--- config.mk ---
export PLATFORM = sky130hd
export DESIGN_NAME = dbrb_register_bank
export DESIGN_NICKNAME = d
export VERILOG_FILES = /design/src/design/dbrb_register_bank.v
export VERILOG_INCLUDE_DIRS = /design/src /design/src/include
export SDC_FILE = /design/constraint.sdc
export NUM_CORES = 1
export LEC_CHECK = 0
export ABC_CLOCK_PERIOD_IN_PS = 1900
export BUFFER_PORTS_ARGS = -buffer_cell sky130_fd_sc_hd__buf_2
export CORE_MARGIN = 4
export CORE_UTILIZATION = 51
export DETAILED_ROUTE_END_ITERATION = 8
export PLACE_DENSITY = 0.81
export SYNTH_ARGS = -nofsm -noshare
export SYNTH_HDL_FRONTEND = slang
export SYNTH_SLANG_ARGS = --single-unit
--- constraint.sdc ---
create_clock -name core_clk_in -period 1.9 [get_ports core_clk_in]
set_input_delay 0.38 -clock core_clk_in [delete_from_list [all_inputs] [get_ports core_clk_in]]
set_output_delay 0.38 -clock core_clk_in [all_outputs]
set_load 0.01 [all_outputs]
--- src/include/dbrb_regs.vh ---
// register map, field positions and reset values of the daq register bank
`ifndef DBRB_REGS_VH
`define DBRB_REGS_VH

// register indices; byte address is four times the index
`define DBRB_IDX_STATUS 5'h07
`define DBRB_IDX_IRQ_CLR 5'h08
`define DBRB_IDX_FIFO_CLR 5'h09
`define DBRB_IDX_DAC0_LO 5'h0A
`define DBRB_IDX_DAC0_HI 5'h0B
`define DBRB_IDX_DAC1_LO 5'h0C
`define DBRB_IDX_DAC1_HI 5'h0D
`define DBRB_IDX_REF0 5'h0E
`define DBRB_IDX_REF1 5'h0F
`define DBRB_IDX_DIO_LO 5'h10
`define DBRB_IDX_DIO_HI 5'h11
`define DBRB_IDX_CAL_VAL 5'h12
`define DBRB_IDX_CAL_CMD 5'h13
`define DBRB_IDX_BOARD_IDENTIFIER 5'h14
`define DBRB_IDX_TMR_CNT0 5'h18
`define DBRB_IDX_TMR_CNT1 5'h1A
`define DBRB_IDX_TMR_CNT2 5'h1C
`define DBRB_IDX_TMR_CTRL 5'h1E

// reference byte fields
`define DBRB_REF_LEVEL_BIT 0
`define DBRB_REF_POLARITY_BIT 1
`define DBRB_REF_SOURCE_BIT 2
`define DBRB_REF_GATE_BIT 3

// status byte fields
`define DBRB_STAT_FIFO_EMPTY_BIT 0
`define DBRB_STAT_IRQ_BIT 3

// reset values
`define DBRB_RST_DIGOUT 16'h0000
`define DBRB_RST_DAC_CODE 16'h0000
`define DBRB_RST_REF 4'h0
`define DBRB_RST_CAL_VAL 8'h00
`define DBRB_RST_CAL_CMD 4'h0

// number of defined calibration commands
`define DBRB_CAL_POINTS 12

// htrans encoding
`define DBRB_HTRANS_NONSEQ 2'h2

`endif

--- src/design/dbrb_register_bank.v ---
// ahb-lite register bank of the daq card: dac, reference, digital io, calibration, timer window
`timescale 1ns/1ps
`include "dbrb_regs.vh"

module dbrb_register_bank #(
  parameter ADDR_W = 32,
  parameter DAC_W = 16,
  parameter DIO_W = 16
) (
  input wire core_clk_in,                     // 50 MHz bus clock
  input wire nrst_in,                         // synchronous reset, active low
  input wire hsel_in,                         // slave select
  input wire [ADDR_W-1:0] haddr_in,           // byte address
  input wire [1:0] htrans_in,                 // transfer type
  input wire hwrite_in,                       // 1 = write
  input wire [2:0] hsize_in,                  // transfer size
  input wire [31:0] hwdata_in,                // write data
  input wire hready_in,                       // bus ready
  output reg hreadyout_out,                   // slave ready
  output reg hresp_out,                       // always okay
  output reg [31:0] hrdata_out,               // read data
  input wire irq_event_in,                    // acquisition interrupt event pulse
  input wire fifo_empty_in,                   // sample fifo empty level
  output reg irq_pending_out,                 // sticky interrupt flag
  output reg fifo_clear_out,                  // one-cycle fifo clear pulse
  output reg [DAC_W-1:0] dac0_code_out,       // code at converter 0
  output reg [DAC_W-1:0] dac1_code_out,       // code at converter 1
  output reg [1:0] dac_ref_level_sel_out,     // per channel: 0 = 5 V, 1 = 10 V
  output reg [1:0] dac_polarity_sel_out,      // per channel: 0 bipolar, 1 unipolar
  output reg [1:0] dac_ref_source_sel_out,    // per channel: 0 internal, 1 external
  output reg dac0_load_gate_en_out,           // channel 0 gated loading
  output reg dac1_load_gate_en_out,           // channel 1 gated loading
  input wire [DIO_W-1:0] digin_bits_in,       // digital input levels
  output reg [DIO_W-1:0] digout_bits_out,     // digital output latches
  output reg [7:0] cal_value_out,             // calibration value
  output reg [3:0] cal_command_out,           // calibration command
  output reg [`DBRB_CAL_POINTS-1:0] cal_trim_sel_out, // one-hot trim point
  output reg cal_strobe_out,                  // pulse after command write
  input wire [3:0] board_ident_bits_in,       // board identifier switches
  output reg [1:0] tmr_sel_out,               // 0..2 counters, 3 control word
  output reg tmr_wr_out,                      // timer write strobe
  output reg tmr_rd_out,                      // timer read strobe
  output reg [15:0] tmr_wdata_out,            // timer write word
  input wire [15:0] tmr_rdata_in              // timer read word, valid with tmr_rd_out
);

  ////////////////////////////////////////////////////////////////////////////
  // helpers

  function is_tmr;
    input [4:0] idx;
    begin
      is_tmr = (idx == `DBRB_IDX_TMR_CNT0) || (idx == `DBRB_IDX_TMR_CNT1) ||
               (idx == `DBRB_IDX_TMR_CNT2) || (idx == `DBRB_IDX_TMR_CTRL);
    end
  endfunction

  function [`DBRB_CAL_POINTS-1:0] cal_decode;
    input [3:0] cmd;
    begin
      cal_decode = {`DBRB_CAL_POINTS{1'b0}};
      // codes above eleven select no trim point
      if (cmd < 4'hC) begin
        cal_decode[cmd] = 1'b1;
      end
    end
  endfunction

  // low or high byte of a 16-bit code, picked by the index parity
  function [15:0] put_byte;
    input [15:0] word;
    input hi;
    input [7:0] b;
    begin
      put_byte = word;
      if (hi) begin
        put_byte[15:8] = b;
      end else begin
        put_byte[7:0] = b;
      end
    end
  endfunction

  // true for either byte index of the code pair starting at lo
  function hits_pair;
    input [4:0] idx;
    input [4:0] lo;
    begin
      hits_pair = (idx[4:1] == lo[4:1]);
    end
  endfunction

  ////////////////////////////////////////////////////////////////////////////
  // address phase capture

  reg d_wr;
  reg d_rd;
  reg [4:0] d_idx;
  reg [DAC_W-1:0] dac0_hold;
  reg [DAC_W-1:0] dac1_hold;
  reg [31:0] next_rdata;

  wire take = hsel_in && hready_in && (htrans_in == `DBRB_HTRANS_NONSEQ);
  // upper address bits beyond the window must be zero or the access is dropped; low two bits ignored
  wire [4:0] a_idx = haddr_in[6:2];
  wire in_map = (haddr_in[ADDR_W-1:7] == {(ADDR_W-7){1'b0}});
  wire [7:0] wbyte = hwdata_in[7:0];
  wire wr_en = d_wr;
  wire ld0 = d_rd && dac0_load_gate_en_out && hits_pair(d_idx, `DBRB_IDX_DAC0_LO);
  wire ld1 = d_rd && dac1_load_gate_en_out && hits_pair(d_idx, `DBRB_IDX_DAC1_LO);

  always @(posedge core_clk_in) begin
    if (!nrst_in) begin
      d_wr <= 1'b0;
      d_rd <= 1'b0;
      d_idx <= 5'h00;
      hreadyout_out <= 1'b1;
      hresp_out <= 1'b0;
      tmr_rd_out <= 1'b0;
      tmr_sel_out <= 2'h0;
    end else begin
      hresp_out <= 1'b0;
      if (take) begin
        d_wr <= hwrite_in && in_map;
        d_rd <= !hwrite_in && in_map;
        d_idx <= a_idx;
        // reads take one wait state so the timer and inputs are sampled cleanly
        hreadyout_out <= hwrite_in;
        tmr_rd_out <= !hwrite_in && in_map && is_tmr(a_idx);
        tmr_sel_out <= a_idx[2:1];
      end else begin
        d_wr <= 1'b0;
        d_rd <= 1'b0;
        hreadyout_out <= 1'b1;
        tmr_rd_out <= 1'b0;
      end
    end
  end

  ////////////////////////////////////////////////////////////////////////////
  // read data, registered at the end of the wait state

  always @* begin
    next_rdata = 32'h00000000;
    case (d_idx)
      `DBRB_IDX_STATUS: begin
        next_rdata[`DBRB_STAT_IRQ_BIT] = irq_pending_out;
        next_rdata[`DBRB_STAT_FIFO_EMPTY_BIT] = fifo_empty_in || fifo_clear_out;
      end
      `DBRB_IDX_DIO_LO: begin
        next_rdata[7:0] = digin_bits_in[7:0];
      end
      `DBRB_IDX_DIO_HI: begin
        next_rdata[7:0] = digin_bits_in[15:8];
      end
      `DBRB_IDX_BOARD_IDENTIFIER: begin
        next_rdata[3:0] = board_ident_bits_in;
      end
      `DBRB_IDX_TMR_CNT0, `DBRB_IDX_TMR_CNT1,
      `DBRB_IDX_TMR_CNT2, `DBRB_IDX_TMR_CTRL: begin
        next_rdata[15:0] = tmr_rdata_in;
      end
      // load strobes and write-only registers read as zero
      default: begin
        next_rdata = 32'h00000000;
      end
    endcase
  end

  always @(posedge core_clk_in) begin
    if (!nrst_in) begin
      hrdata_out <= 32'h00000000;
    end else if (!hreadyout_out) begin
      // an unmapped read still answers, with zero rather than stale data
      if (d_rd) begin
        hrdata_out <= next_rdata;
      end else begin
        hrdata_out <= 32'h00000000;
      end
    end
  end

  ////////////////////////////////////////////////////////////////////////////
  // flags and strobes

  // data phase write decode shared by the flag processes
  wire wr_irq_clr = wr_en && (d_idx == `DBRB_IDX_IRQ_CLR);
  wire wr_fifo_clr = wr_en && (d_idx == `DBRB_IDX_FIFO_CLR);
  wire wr_tmr = wr_en && is_tmr(d_idx);
  wire wr_cal_cmd = wr_en && (d_idx == `DBRB_IDX_CAL_CMD);

  always @(posedge core_clk_in) begin
    if (!nrst_in) begin
      irq_pending_out <= 1'b0;
    end else begin
      // a new event in the clearing cycle keeps the flag set
      if (irq_event_in) begin
        irq_pending_out <= 1'b1;
      end else if (wr_irq_clr) begin
        irq_pending_out <= 1'b0;
      end
    end
  end

  always @(posedge core_clk_in) begin
    if (!nrst_in) begin
      fifo_clear_out <= 1'b0;
    end else begin
      // data written is ignored; the write itself is the command
      fifo_clear_out <= wr_fifo_clr;
    end
  end

  always @(posedge core_clk_in) begin
    if (!nrst_in) begin
      tmr_wr_out <= 1'b0;
      tmr_wdata_out <= 16'h0000;
    end else begin
      tmr_wr_out <= wr_tmr;
      if (wr_tmr) begin
        // whole word handed over at once, the timer never sees byte halves
        tmr_wdata_out <= hwdata_in[15:0];
      end
    end
  end

  always @(posedge core_clk_in) begin
    if (!nrst_in) begin
      cal_strobe_out <= 1'b0;
    end else begin
      cal_strobe_out <= wr_cal_cmd;
    end
  end

  ////////////////////////////////////////////////////////////////////////////
  // d/a codes

  reg [DAC_W-1:0] next_dac0_hold;
  reg [DAC_W-1:0] next_dac0_code;
  reg [DAC_W-1:0] next_dac1_hold;
  reg [DAC_W-1:0] next_dac1_code;

  always @* begin
    next_dac0_hold = dac0_hold;
    next_dac0_code = dac0_code_out;
    if (wr_en && hits_pair(d_idx, `DBRB_IDX_DAC0_LO)) begin
      next_dac0_hold = put_byte(dac0_hold, d_idx[0], wbyte);
      if (!dac0_load_gate_en_out) begin
        next_dac0_code = put_byte(dac0_code_out, d_idx[0], wbyte);
      end
    end
    // with the load gate on, held code reaches the converter only on a load read; writes alone never move it
    if (ld0) begin
      next_dac0_code = dac0_hold;
    end
  end

  always @(posedge core_clk_in) begin
    if (!nrst_in) begin
      dac0_hold <= `DBRB_RST_DAC_CODE;
      dac0_code_out <= `DBRB_RST_DAC_CODE;
    end else begin
      dac0_hold <= next_dac0_hold;
      dac0_code_out <= next_dac0_code;
    end
  end

  always @* begin
    next_dac1_hold = dac1_hold;
    next_dac1_code = dac1_code_out;
    if (wr_en && hits_pair(d_idx, `DBRB_IDX_DAC1_LO)) begin
      next_dac1_hold = put_byte(dac1_hold, d_idx[0], wbyte);
      if (!dac1_load_gate_en_out) begin
        next_dac1_code = put_byte(dac1_code_out, d_idx[0], wbyte);
      end
    end
    if (ld1) begin
      next_dac1_code = dac1_hold;
    end
  end

  always @(posedge core_clk_in) begin
    if (!nrst_in) begin
      dac1_hold <= `DBRB_RST_DAC_CODE;
      dac1_code_out <= `DBRB_RST_DAC_CODE;
    end else begin
      dac1_hold <= next_dac1_hold;
      dac1_code_out <= next_dac1_code;
    end
  end

  ////////////////////////////////////////////////////////////////////////////
  // reference control, one write-only byte per channel

  always @(posedge core_clk_in) begin
    if (!nrst_in) begin
      dac_ref_level_sel_out <= 2'h0;
      dac_polarity_sel_out <= 2'h0;
      dac_ref_source_sel_out <= 2'h0;
      dac0_load_gate_en_out <= 1'b0;
      dac1_load_gate_en_out <= 1'b0;
    end else if (wr_en) begin
      case (d_idx)
        `DBRB_IDX_REF0: begin
          dac_ref_level_sel_out[0] <= wbyte[`DBRB_REF_LEVEL_BIT];
          dac_polarity_sel_out[0] <= wbyte[`DBRB_REF_POLARITY_BIT];
          dac_ref_source_sel_out[0] <= wbyte[`DBRB_REF_SOURCE_BIT];
          dac0_load_gate_en_out <= wbyte[`DBRB_REF_GATE_BIT];
        end
        `DBRB_IDX_REF1: begin
          dac_ref_level_sel_out[1] <= wbyte[`DBRB_REF_LEVEL_BIT];
          dac_polarity_sel_out[1] <= wbyte[`DBRB_REF_POLARITY_BIT];
          dac_ref_source_sel_out[1] <= wbyte[`DBRB_REF_SOURCE_BIT];
          dac1_load_gate_en_out <= wbyte[`DBRB_REF_GATE_BIT];
        end
        default: begin
        end
      endcase
    end
  end

  ////////////////////////////////////////////////////////////////////////////
  // digital outputs

  always @(posedge core_clk_in) begin
    if (!nrst_in) begin
      digout_bits_out <= `DBRB_RST_DIGOUT;
    end else if (wr_en) begin
      case (d_idx)
        `DBRB_IDX_DIO_LO: begin
          digout_bits_out[7:0] <= wbyte;
        end
        `DBRB_IDX_DIO_HI: begin
          digout_bits_out[15:8] <= wbyte;
        end
        default: begin
        end
      endcase
    end
  end

  ////////////////////////////////////////////////////////////////////////////
  // calibration port

  always @(posedge core_clk_in) begin
    if (!nrst_in) begin
      cal_value_out <= `DBRB_RST_CAL_VAL;
      cal_command_out <= `DBRB_RST_CAL_CMD;
      cal_trim_sel_out <= {`DBRB_CAL_POINTS{1'b0}};
    end else if (wr_en) begin
      case (d_idx)
        `DBRB_IDX_CAL_VAL: begin
          cal_value_out <= wbyte;
        end
        `DBRB_IDX_CAL_CMD: begin
          cal_command_out <= wbyte[3:0];
          cal_trim_sel_out <= cal_decode(wbyte[3:0]);
        end
        default: begin
        end
      endcase
    end
  end

endmodule

Yosys cells after proc, flatten, opt, wreduce, memory -nomap -nowiden

Cells that the tools add are included.

Logic and storage cells: 127
Bits in registers: 175
Bits in read-only memories: 0
Memories kept: 0
Output and inout port bits: 137
Input bits: 112
RAM bits: 0
Bits in latches: 0

Order comparisons: 3
Multipliers: 0
Equality and inequality tests: 25
Reduce and logical (&&, ||, !) cells: 46
Muxes and demuxes: 19
Divide/modulo/power cells: 0
$add $sub $neg: 0
Bitwise gates (word level): 1
Shift operators: 0

Operators by type and width:

| kind                 | number |
|---|---|
| $mux W16             | 7 |
| $eq A5 B5 Y1 const B | 13 |
| $logic_not A25 Y1    | 1 |
| $mux W8              | 3 |
| $reduce_and A2 Y1    | 11 |
| $eq A5 B4 Y1 const B | 4 |
| $logic_and A1 B1 Y1  | 16 |
| $mux W12             | 1 |
| $pmux W4 S3          | 1 |
| $reduce_and A3 Y1    | 4 |
| $pmux W1 S5          | 2 |
| $reduce_bool A2 Y1   | 5 |
| $eq A4 B3 Y1 const B | 2 |
| $ne A2 B1 Y1 const B | 4 |
| $pmux W2 S4          | 1 |
| $logic_or A1 B1 Y1   | 7 |
| $eq A5 B3 Y1 const B | 1 |
| $lt A4 B5 Y1 const B | 1 |
| $demux W1 S4         | 1 |
| $ge A4 B1 Y1 const B | 1 |
| $lt A4 B4 Y1 const B | 1 |
| $reduce_or A4 Y1     | 1 |
| $mux W1              | 3 |
| $eq A2 B2 Y1 const B | 1 |
| 2 further kinds      | 2 |

Depth between registers and ports, before layout

Depth after elaboration: 5
Mapped depth: 7
Depth with buffers taken out: 4

Worst setup path before layout

No wires, ideal clock.

Path type: reg2reg
Start point: register dac0_load_gate_en_out
End point: register dac0_code_out[10]
Arrival time: 1306 ps
Period minus slack after synthesis: 1430 ps
Setup slack: 470 ps
Cell stages (with the launch flop): 6
Setup time: 124 ps
Path buffers: 2
Required time: 1776 ps
Cell sequence: dfxtp_1 -> clkbuf_1 -> or3b_4 -> buf_6 -> o21ai_0 -> a31oi_1

Cells in the longest elaborated chain, start to end: 4
Elaborated cells on any way between the ends: 7
Classes of those cells: eq/ne: 1; mux: 1; reduce/logical: 5

RTL lines:

| element                                                                    | line                     | RTL |
|---|---|---|
| start: declaration                                                         | dbrb_register_bank.v:31  | `output reg dac0_load_gate_en_out,` |
| start signal: assignment                                                   | dbrb_register_bank.v:308 | `` dac0_load_gate_en_out <= wbyte[`DBRB_REF_GATE_BIT]; `` |
| $logic_and A1 B1 Y1 (2 in a row)                                           | dbrb_register_bank.v:109 | `` wire ld0 = d_rd && dac0_load_gate_en_out && hits_pair(d_idx, `DBRB_IDX_DAC0_LO); `` |
| $ne A2 B1 Y1 (no source line) / $reduce_bool A2 Y1 (equally long branches) | --                       |  |
| $reduce_and A3 Y1 (no source line)                                         | --                       |  |
| end signal: assignment                                                     | dbrb_register_bank.v:261 | `` dac0_code_out <= `DBRB_RST_DAC_CODE; `` |
| end signal: assignment                                                     | dbrb_register_bank.v:264 | `dac0_code_out <= next_dac0_code;` |
| end: declaration                                                           | dbrb_register_bank.v:26  | `output reg [DAC_W-1:0] dac0_code_out,` |

Parallel ways exist; a longest one is shown, timed or not.
A chain may end at the register's enable or synchronous reset.

Worst setup path after layout

Start point: register d_idx[3]
End point: register dac0_code_out[15]

Cells in the longest elaborated chain, start to end: 4
Elaborated cells on any way between the ends: 8
Classes of those cells: eq/ne: 2; mux: 1; reduce/logical: 5

RTL lines:

| element                                                                    | line                                               | RTL |
|---|---|---|
| start: declaration                                                         | dbrb_register_bank.v:98                            | `reg [4:0] d_idx;` |
| start signal: assignment                                                   | dbrb_register_bank.v:126                           | `d_idx <= a_idx;` |
| $eq A4 B3 Y1 (*)                                                           | dbrb_register_bank.v:89                            | `hits_pair = (idx[4:1] == lo[4:1]);` |
| $logic_and A1 B1 Y1 (on tied branches)                                     | dbrb_register_bank.v:109, dbrb_register_bank.v:246 |  |
| $ne A2 B1 Y1 (no source line) / $reduce_bool A2 Y1 (equally long branches) | --                                                 |  |
| $reduce_and A3 Y1 (no source line)                                         | --                                                 |  |

Every way passes the cells marked *; elsewhere a longest branch is shown, timed or not.

==> impl_metrics.json <==
{
  "antenna_cells": 0,
  "synth_ff_type": "dfxtp_1",
  "clock_skew_ns": 0.00700,
  "grt_pass1_wl_um": 34300,
  "maxCapViolCount": 0,
  "nFillCells": 1214,
  "clock-sinks": 157,
  "cp_top_family": "simple AND/OR/NAND/NOR gates",
  "grt_use_total_pct": 26.3,
  "clock_path_buffers": 2,
  "final_antenna_net_count": 0,
  "async_reset_ff_share_pct": 0,
  "synth_cell_types": 52,
  "die_w_um": 128,
  "cp_data_arrival_time_ns": 2.14,
  "cts-root-buf": "clkbuf_16",
  "coreArea_mm2": 0.0139,
  "drc": 0,
  "ir_drop_uv": 562,
  "cts_tree": "built",
  "die_h_um": 128,
  "first_pass_iters": 5,
  "slew_headroom_pct": 62.1,
  "powerDensity_mw_per_mm2": 788,
  "grt_pass1_vias": 6540,
  "worstSetupPathType": "reg -> reg",
  "ios": 249,
  "port_buffers": 210,
  "fin_tns_setup_ns": 0,
  "yosys_warnings": 0,
  "syn-instance-count": 836,
  "drt-wirelength-per-cell_um": 18.4,
  "wl_um": 22000,
  "post-route-period-util_pct": 94.1,
  "synth_area_leader_cell": "dfxtp_1",
  "cp_cell_sequence": "nand3b_1, or2_1, a31oi_1",
  "yosys-top-cells-area": "dfxtp_1, a21boi_0, o21ai_0",
  "status": "finished, final reports clean",
  "final_nets": 1118,
  "hold_viol_final": 0,
  "p_leak_nw": 3.59,
  "ctsResizeCount": 1,
  "r2r.worst_path.cells": 3,
  "fmax_ghz": 0.559,
  "post_cts_buffers": 0,
  "finalSetupViolCount": 0,
  "vias": 6993,
  "start_kind": "flip-flop",
  "avgSynthCellArea_um2": 8.74,
  "hpwl_um": 14900,
  "antenna_found_initial": 0,
  "htree_levels": 4,
  "cp_num_buf_inv": 0,
  "ys_ff_latch": 157,
  "grt_remaining_overflow": 0,
  "synth-edff-count": 0,
  "clock_latency_ns": 0.43,
  "reg2reg_to": "dac0_code_out[15]",
  "cp_max_fo": 16,
  "r2r_slack_ns": 0.11,
  "drive_gt1_share_pct": 29.9,
  "min_path_cells": 2,
  "cp_slowest_cell": "dfxtp_1",
  "cp_slowest_stage_delay_ns": 0.61,
  "rsz0062_at_grt": "false",
  "hold_class": "in -> reg",
  "row_count": 43,
  "numCtsBuffers": 17,
  "dieArea_mm2": 0.0163,
  "ys_seq_area_share_pct": 43.0,
  "synthToLayoutAreaGrowth_pct": 22.4,
  "drt_iter0_markers": 687,
  "drv_slew": 0,
  "grt_max_degree": 81,
  "end_kind": "flip-flop",
  "initial_core_util_pct": 52.4,
  "holdPathEnd": "irq_pending_out",
  "vias_per_cell": 5.83,
  "crit_required_ns": 2.25,
  "hold_ws_ns": 0.172,
  "path_clk_slew_ns": 0.06,
  "gp_congestion": 0.861,
  "period_minus_slack_ns": 1.79,
  "synthesis.area_mm2": 0.00731,
  "worstMarginPinSlew_ns": 0.568,
  "yosys.area.top_type_share_pct": 43.0,
  "hold_buffers": 0,
  "regToRegStartpoint": "d_idx[3]",
  "min_from": "irq_event_in"
}
[registers in the layout (all words and copies together) (netlist names), 8 cells and up]
signal / count
hrdata_out: 16
digout_bits_out: 16
dac1_hold: 16
cal_trim_sel_out: 12
dac0_hold: 16
tmr_wdata_out: 16
dac1_code_out: 16
dac0_code_out: 16
cal_value_out: 8
[cell type report]
| type | instances | area [um^2] | share of cell area [%] |
|---|---|---|---|
| flip-flops and latches | 157 | 3140 | 35.1 |
| well taps | 180 | 225 | 2.52 |
| inverters | 1 | 3.75 | 0.0419 |
| clock inverters | 10 | 115 | 1.29 |
| multi-input cells | 582 | 3600 | 40.3 |
| repair buffers | 247 | 1390 | 15.6 |
| clock buffers | 22 | 464 | 5.19 |
[power breakdown]
group	internal, mW	total, mW	switching (mW)
sequential	3.30	3.30	0.00836
clock	2.00	3.36	1.36
combinational	0.161	0.389	0.228
[cell usage after synthesis (6+ instances only)]
cell type,count
dfxtp_1,157
nand2_1,97
o21ai_0,88
nand3_1,79
a21boi_0,63
clkbuf_1,46
a31oi_1,37
buf_4,34
o31ai_1,32
buf_2,25
a21boi_1,19
and4bb_2,17
nor2b_1,17
a32oi_1,13
o21ai_1,10
and2_1,8
mux2i_1,8
o2bb2ai_1,7
nor4_1,6
[logic make-up after synthesis]
kind of cell,synth area share [%]
compound gates,25.7
buf+inv,8.53
flops,43.0
mux,1.40
other cells,0.0513
simple gates,21.3
[metrics by stage]
stage          power, mW  util, %  instance area, um^2  setup WS, ns  instances
2_1_floorplan       3.60        -                 7370         0.470        852
4_1_cts             7.07     64.2                 8950         0.144       1199
3_5_place_dp        3.76     60.1                 8370         0.196       1167
5_1_grt             7.23     64.2                 8950        0.0360       1199
6_report            7.05     64.2                 8950         0.111       1199
3_3_place_gp        3.75     60.1                 8370         0.201       1167
[metal layers]
layer	GRT usage [%]	vias up	routed length, um
li1	-	3345	-
met1	33.9	3271	9280
met2	43.4	335	10500
met3	5.38	42	1600
met4	10.7	0	574
met5	0	-	0
[worst max path at each step]
stage / depth (start not counted) / endpoint / startpoint / slack, ns
2_1_floorplan: 5 / dac0_code_out[10] / dac0_load_gate_en_out / 0.47
3_3_place_gp: 4 / dac0_code_out[8] / tmr_sel_out[0] / 0.20
3_5_place_dp: 4 / dac0_code_out[11] / tmr_sel_out[0] / 0.20
4_1_cts: 3 / tmr_sel_out[0] / tmr_sel_out[0] / 0.14
5_1_grt: 3 / dac0_code_out[10] / d_idx[3] / 0.04
6_report: 3 / dac0_code_out[15] / d_idx[3] / 0.11
[placed cells by master (no fill, tap or decap), types with 19 or more instances in the layout]
cell type,Yosys,final
buf_2,25,209
o21ai_0,88,88
buf_4,34,33
dfxtp_1,157,156
a31oi_1,37,37
nand2_1,97,97
o31ai_1,32,32
a21boi_1,19,19
a21boi_0,63,63
nand3_1,79,79
Note: power is estimated with default switching activity, not from simulation.
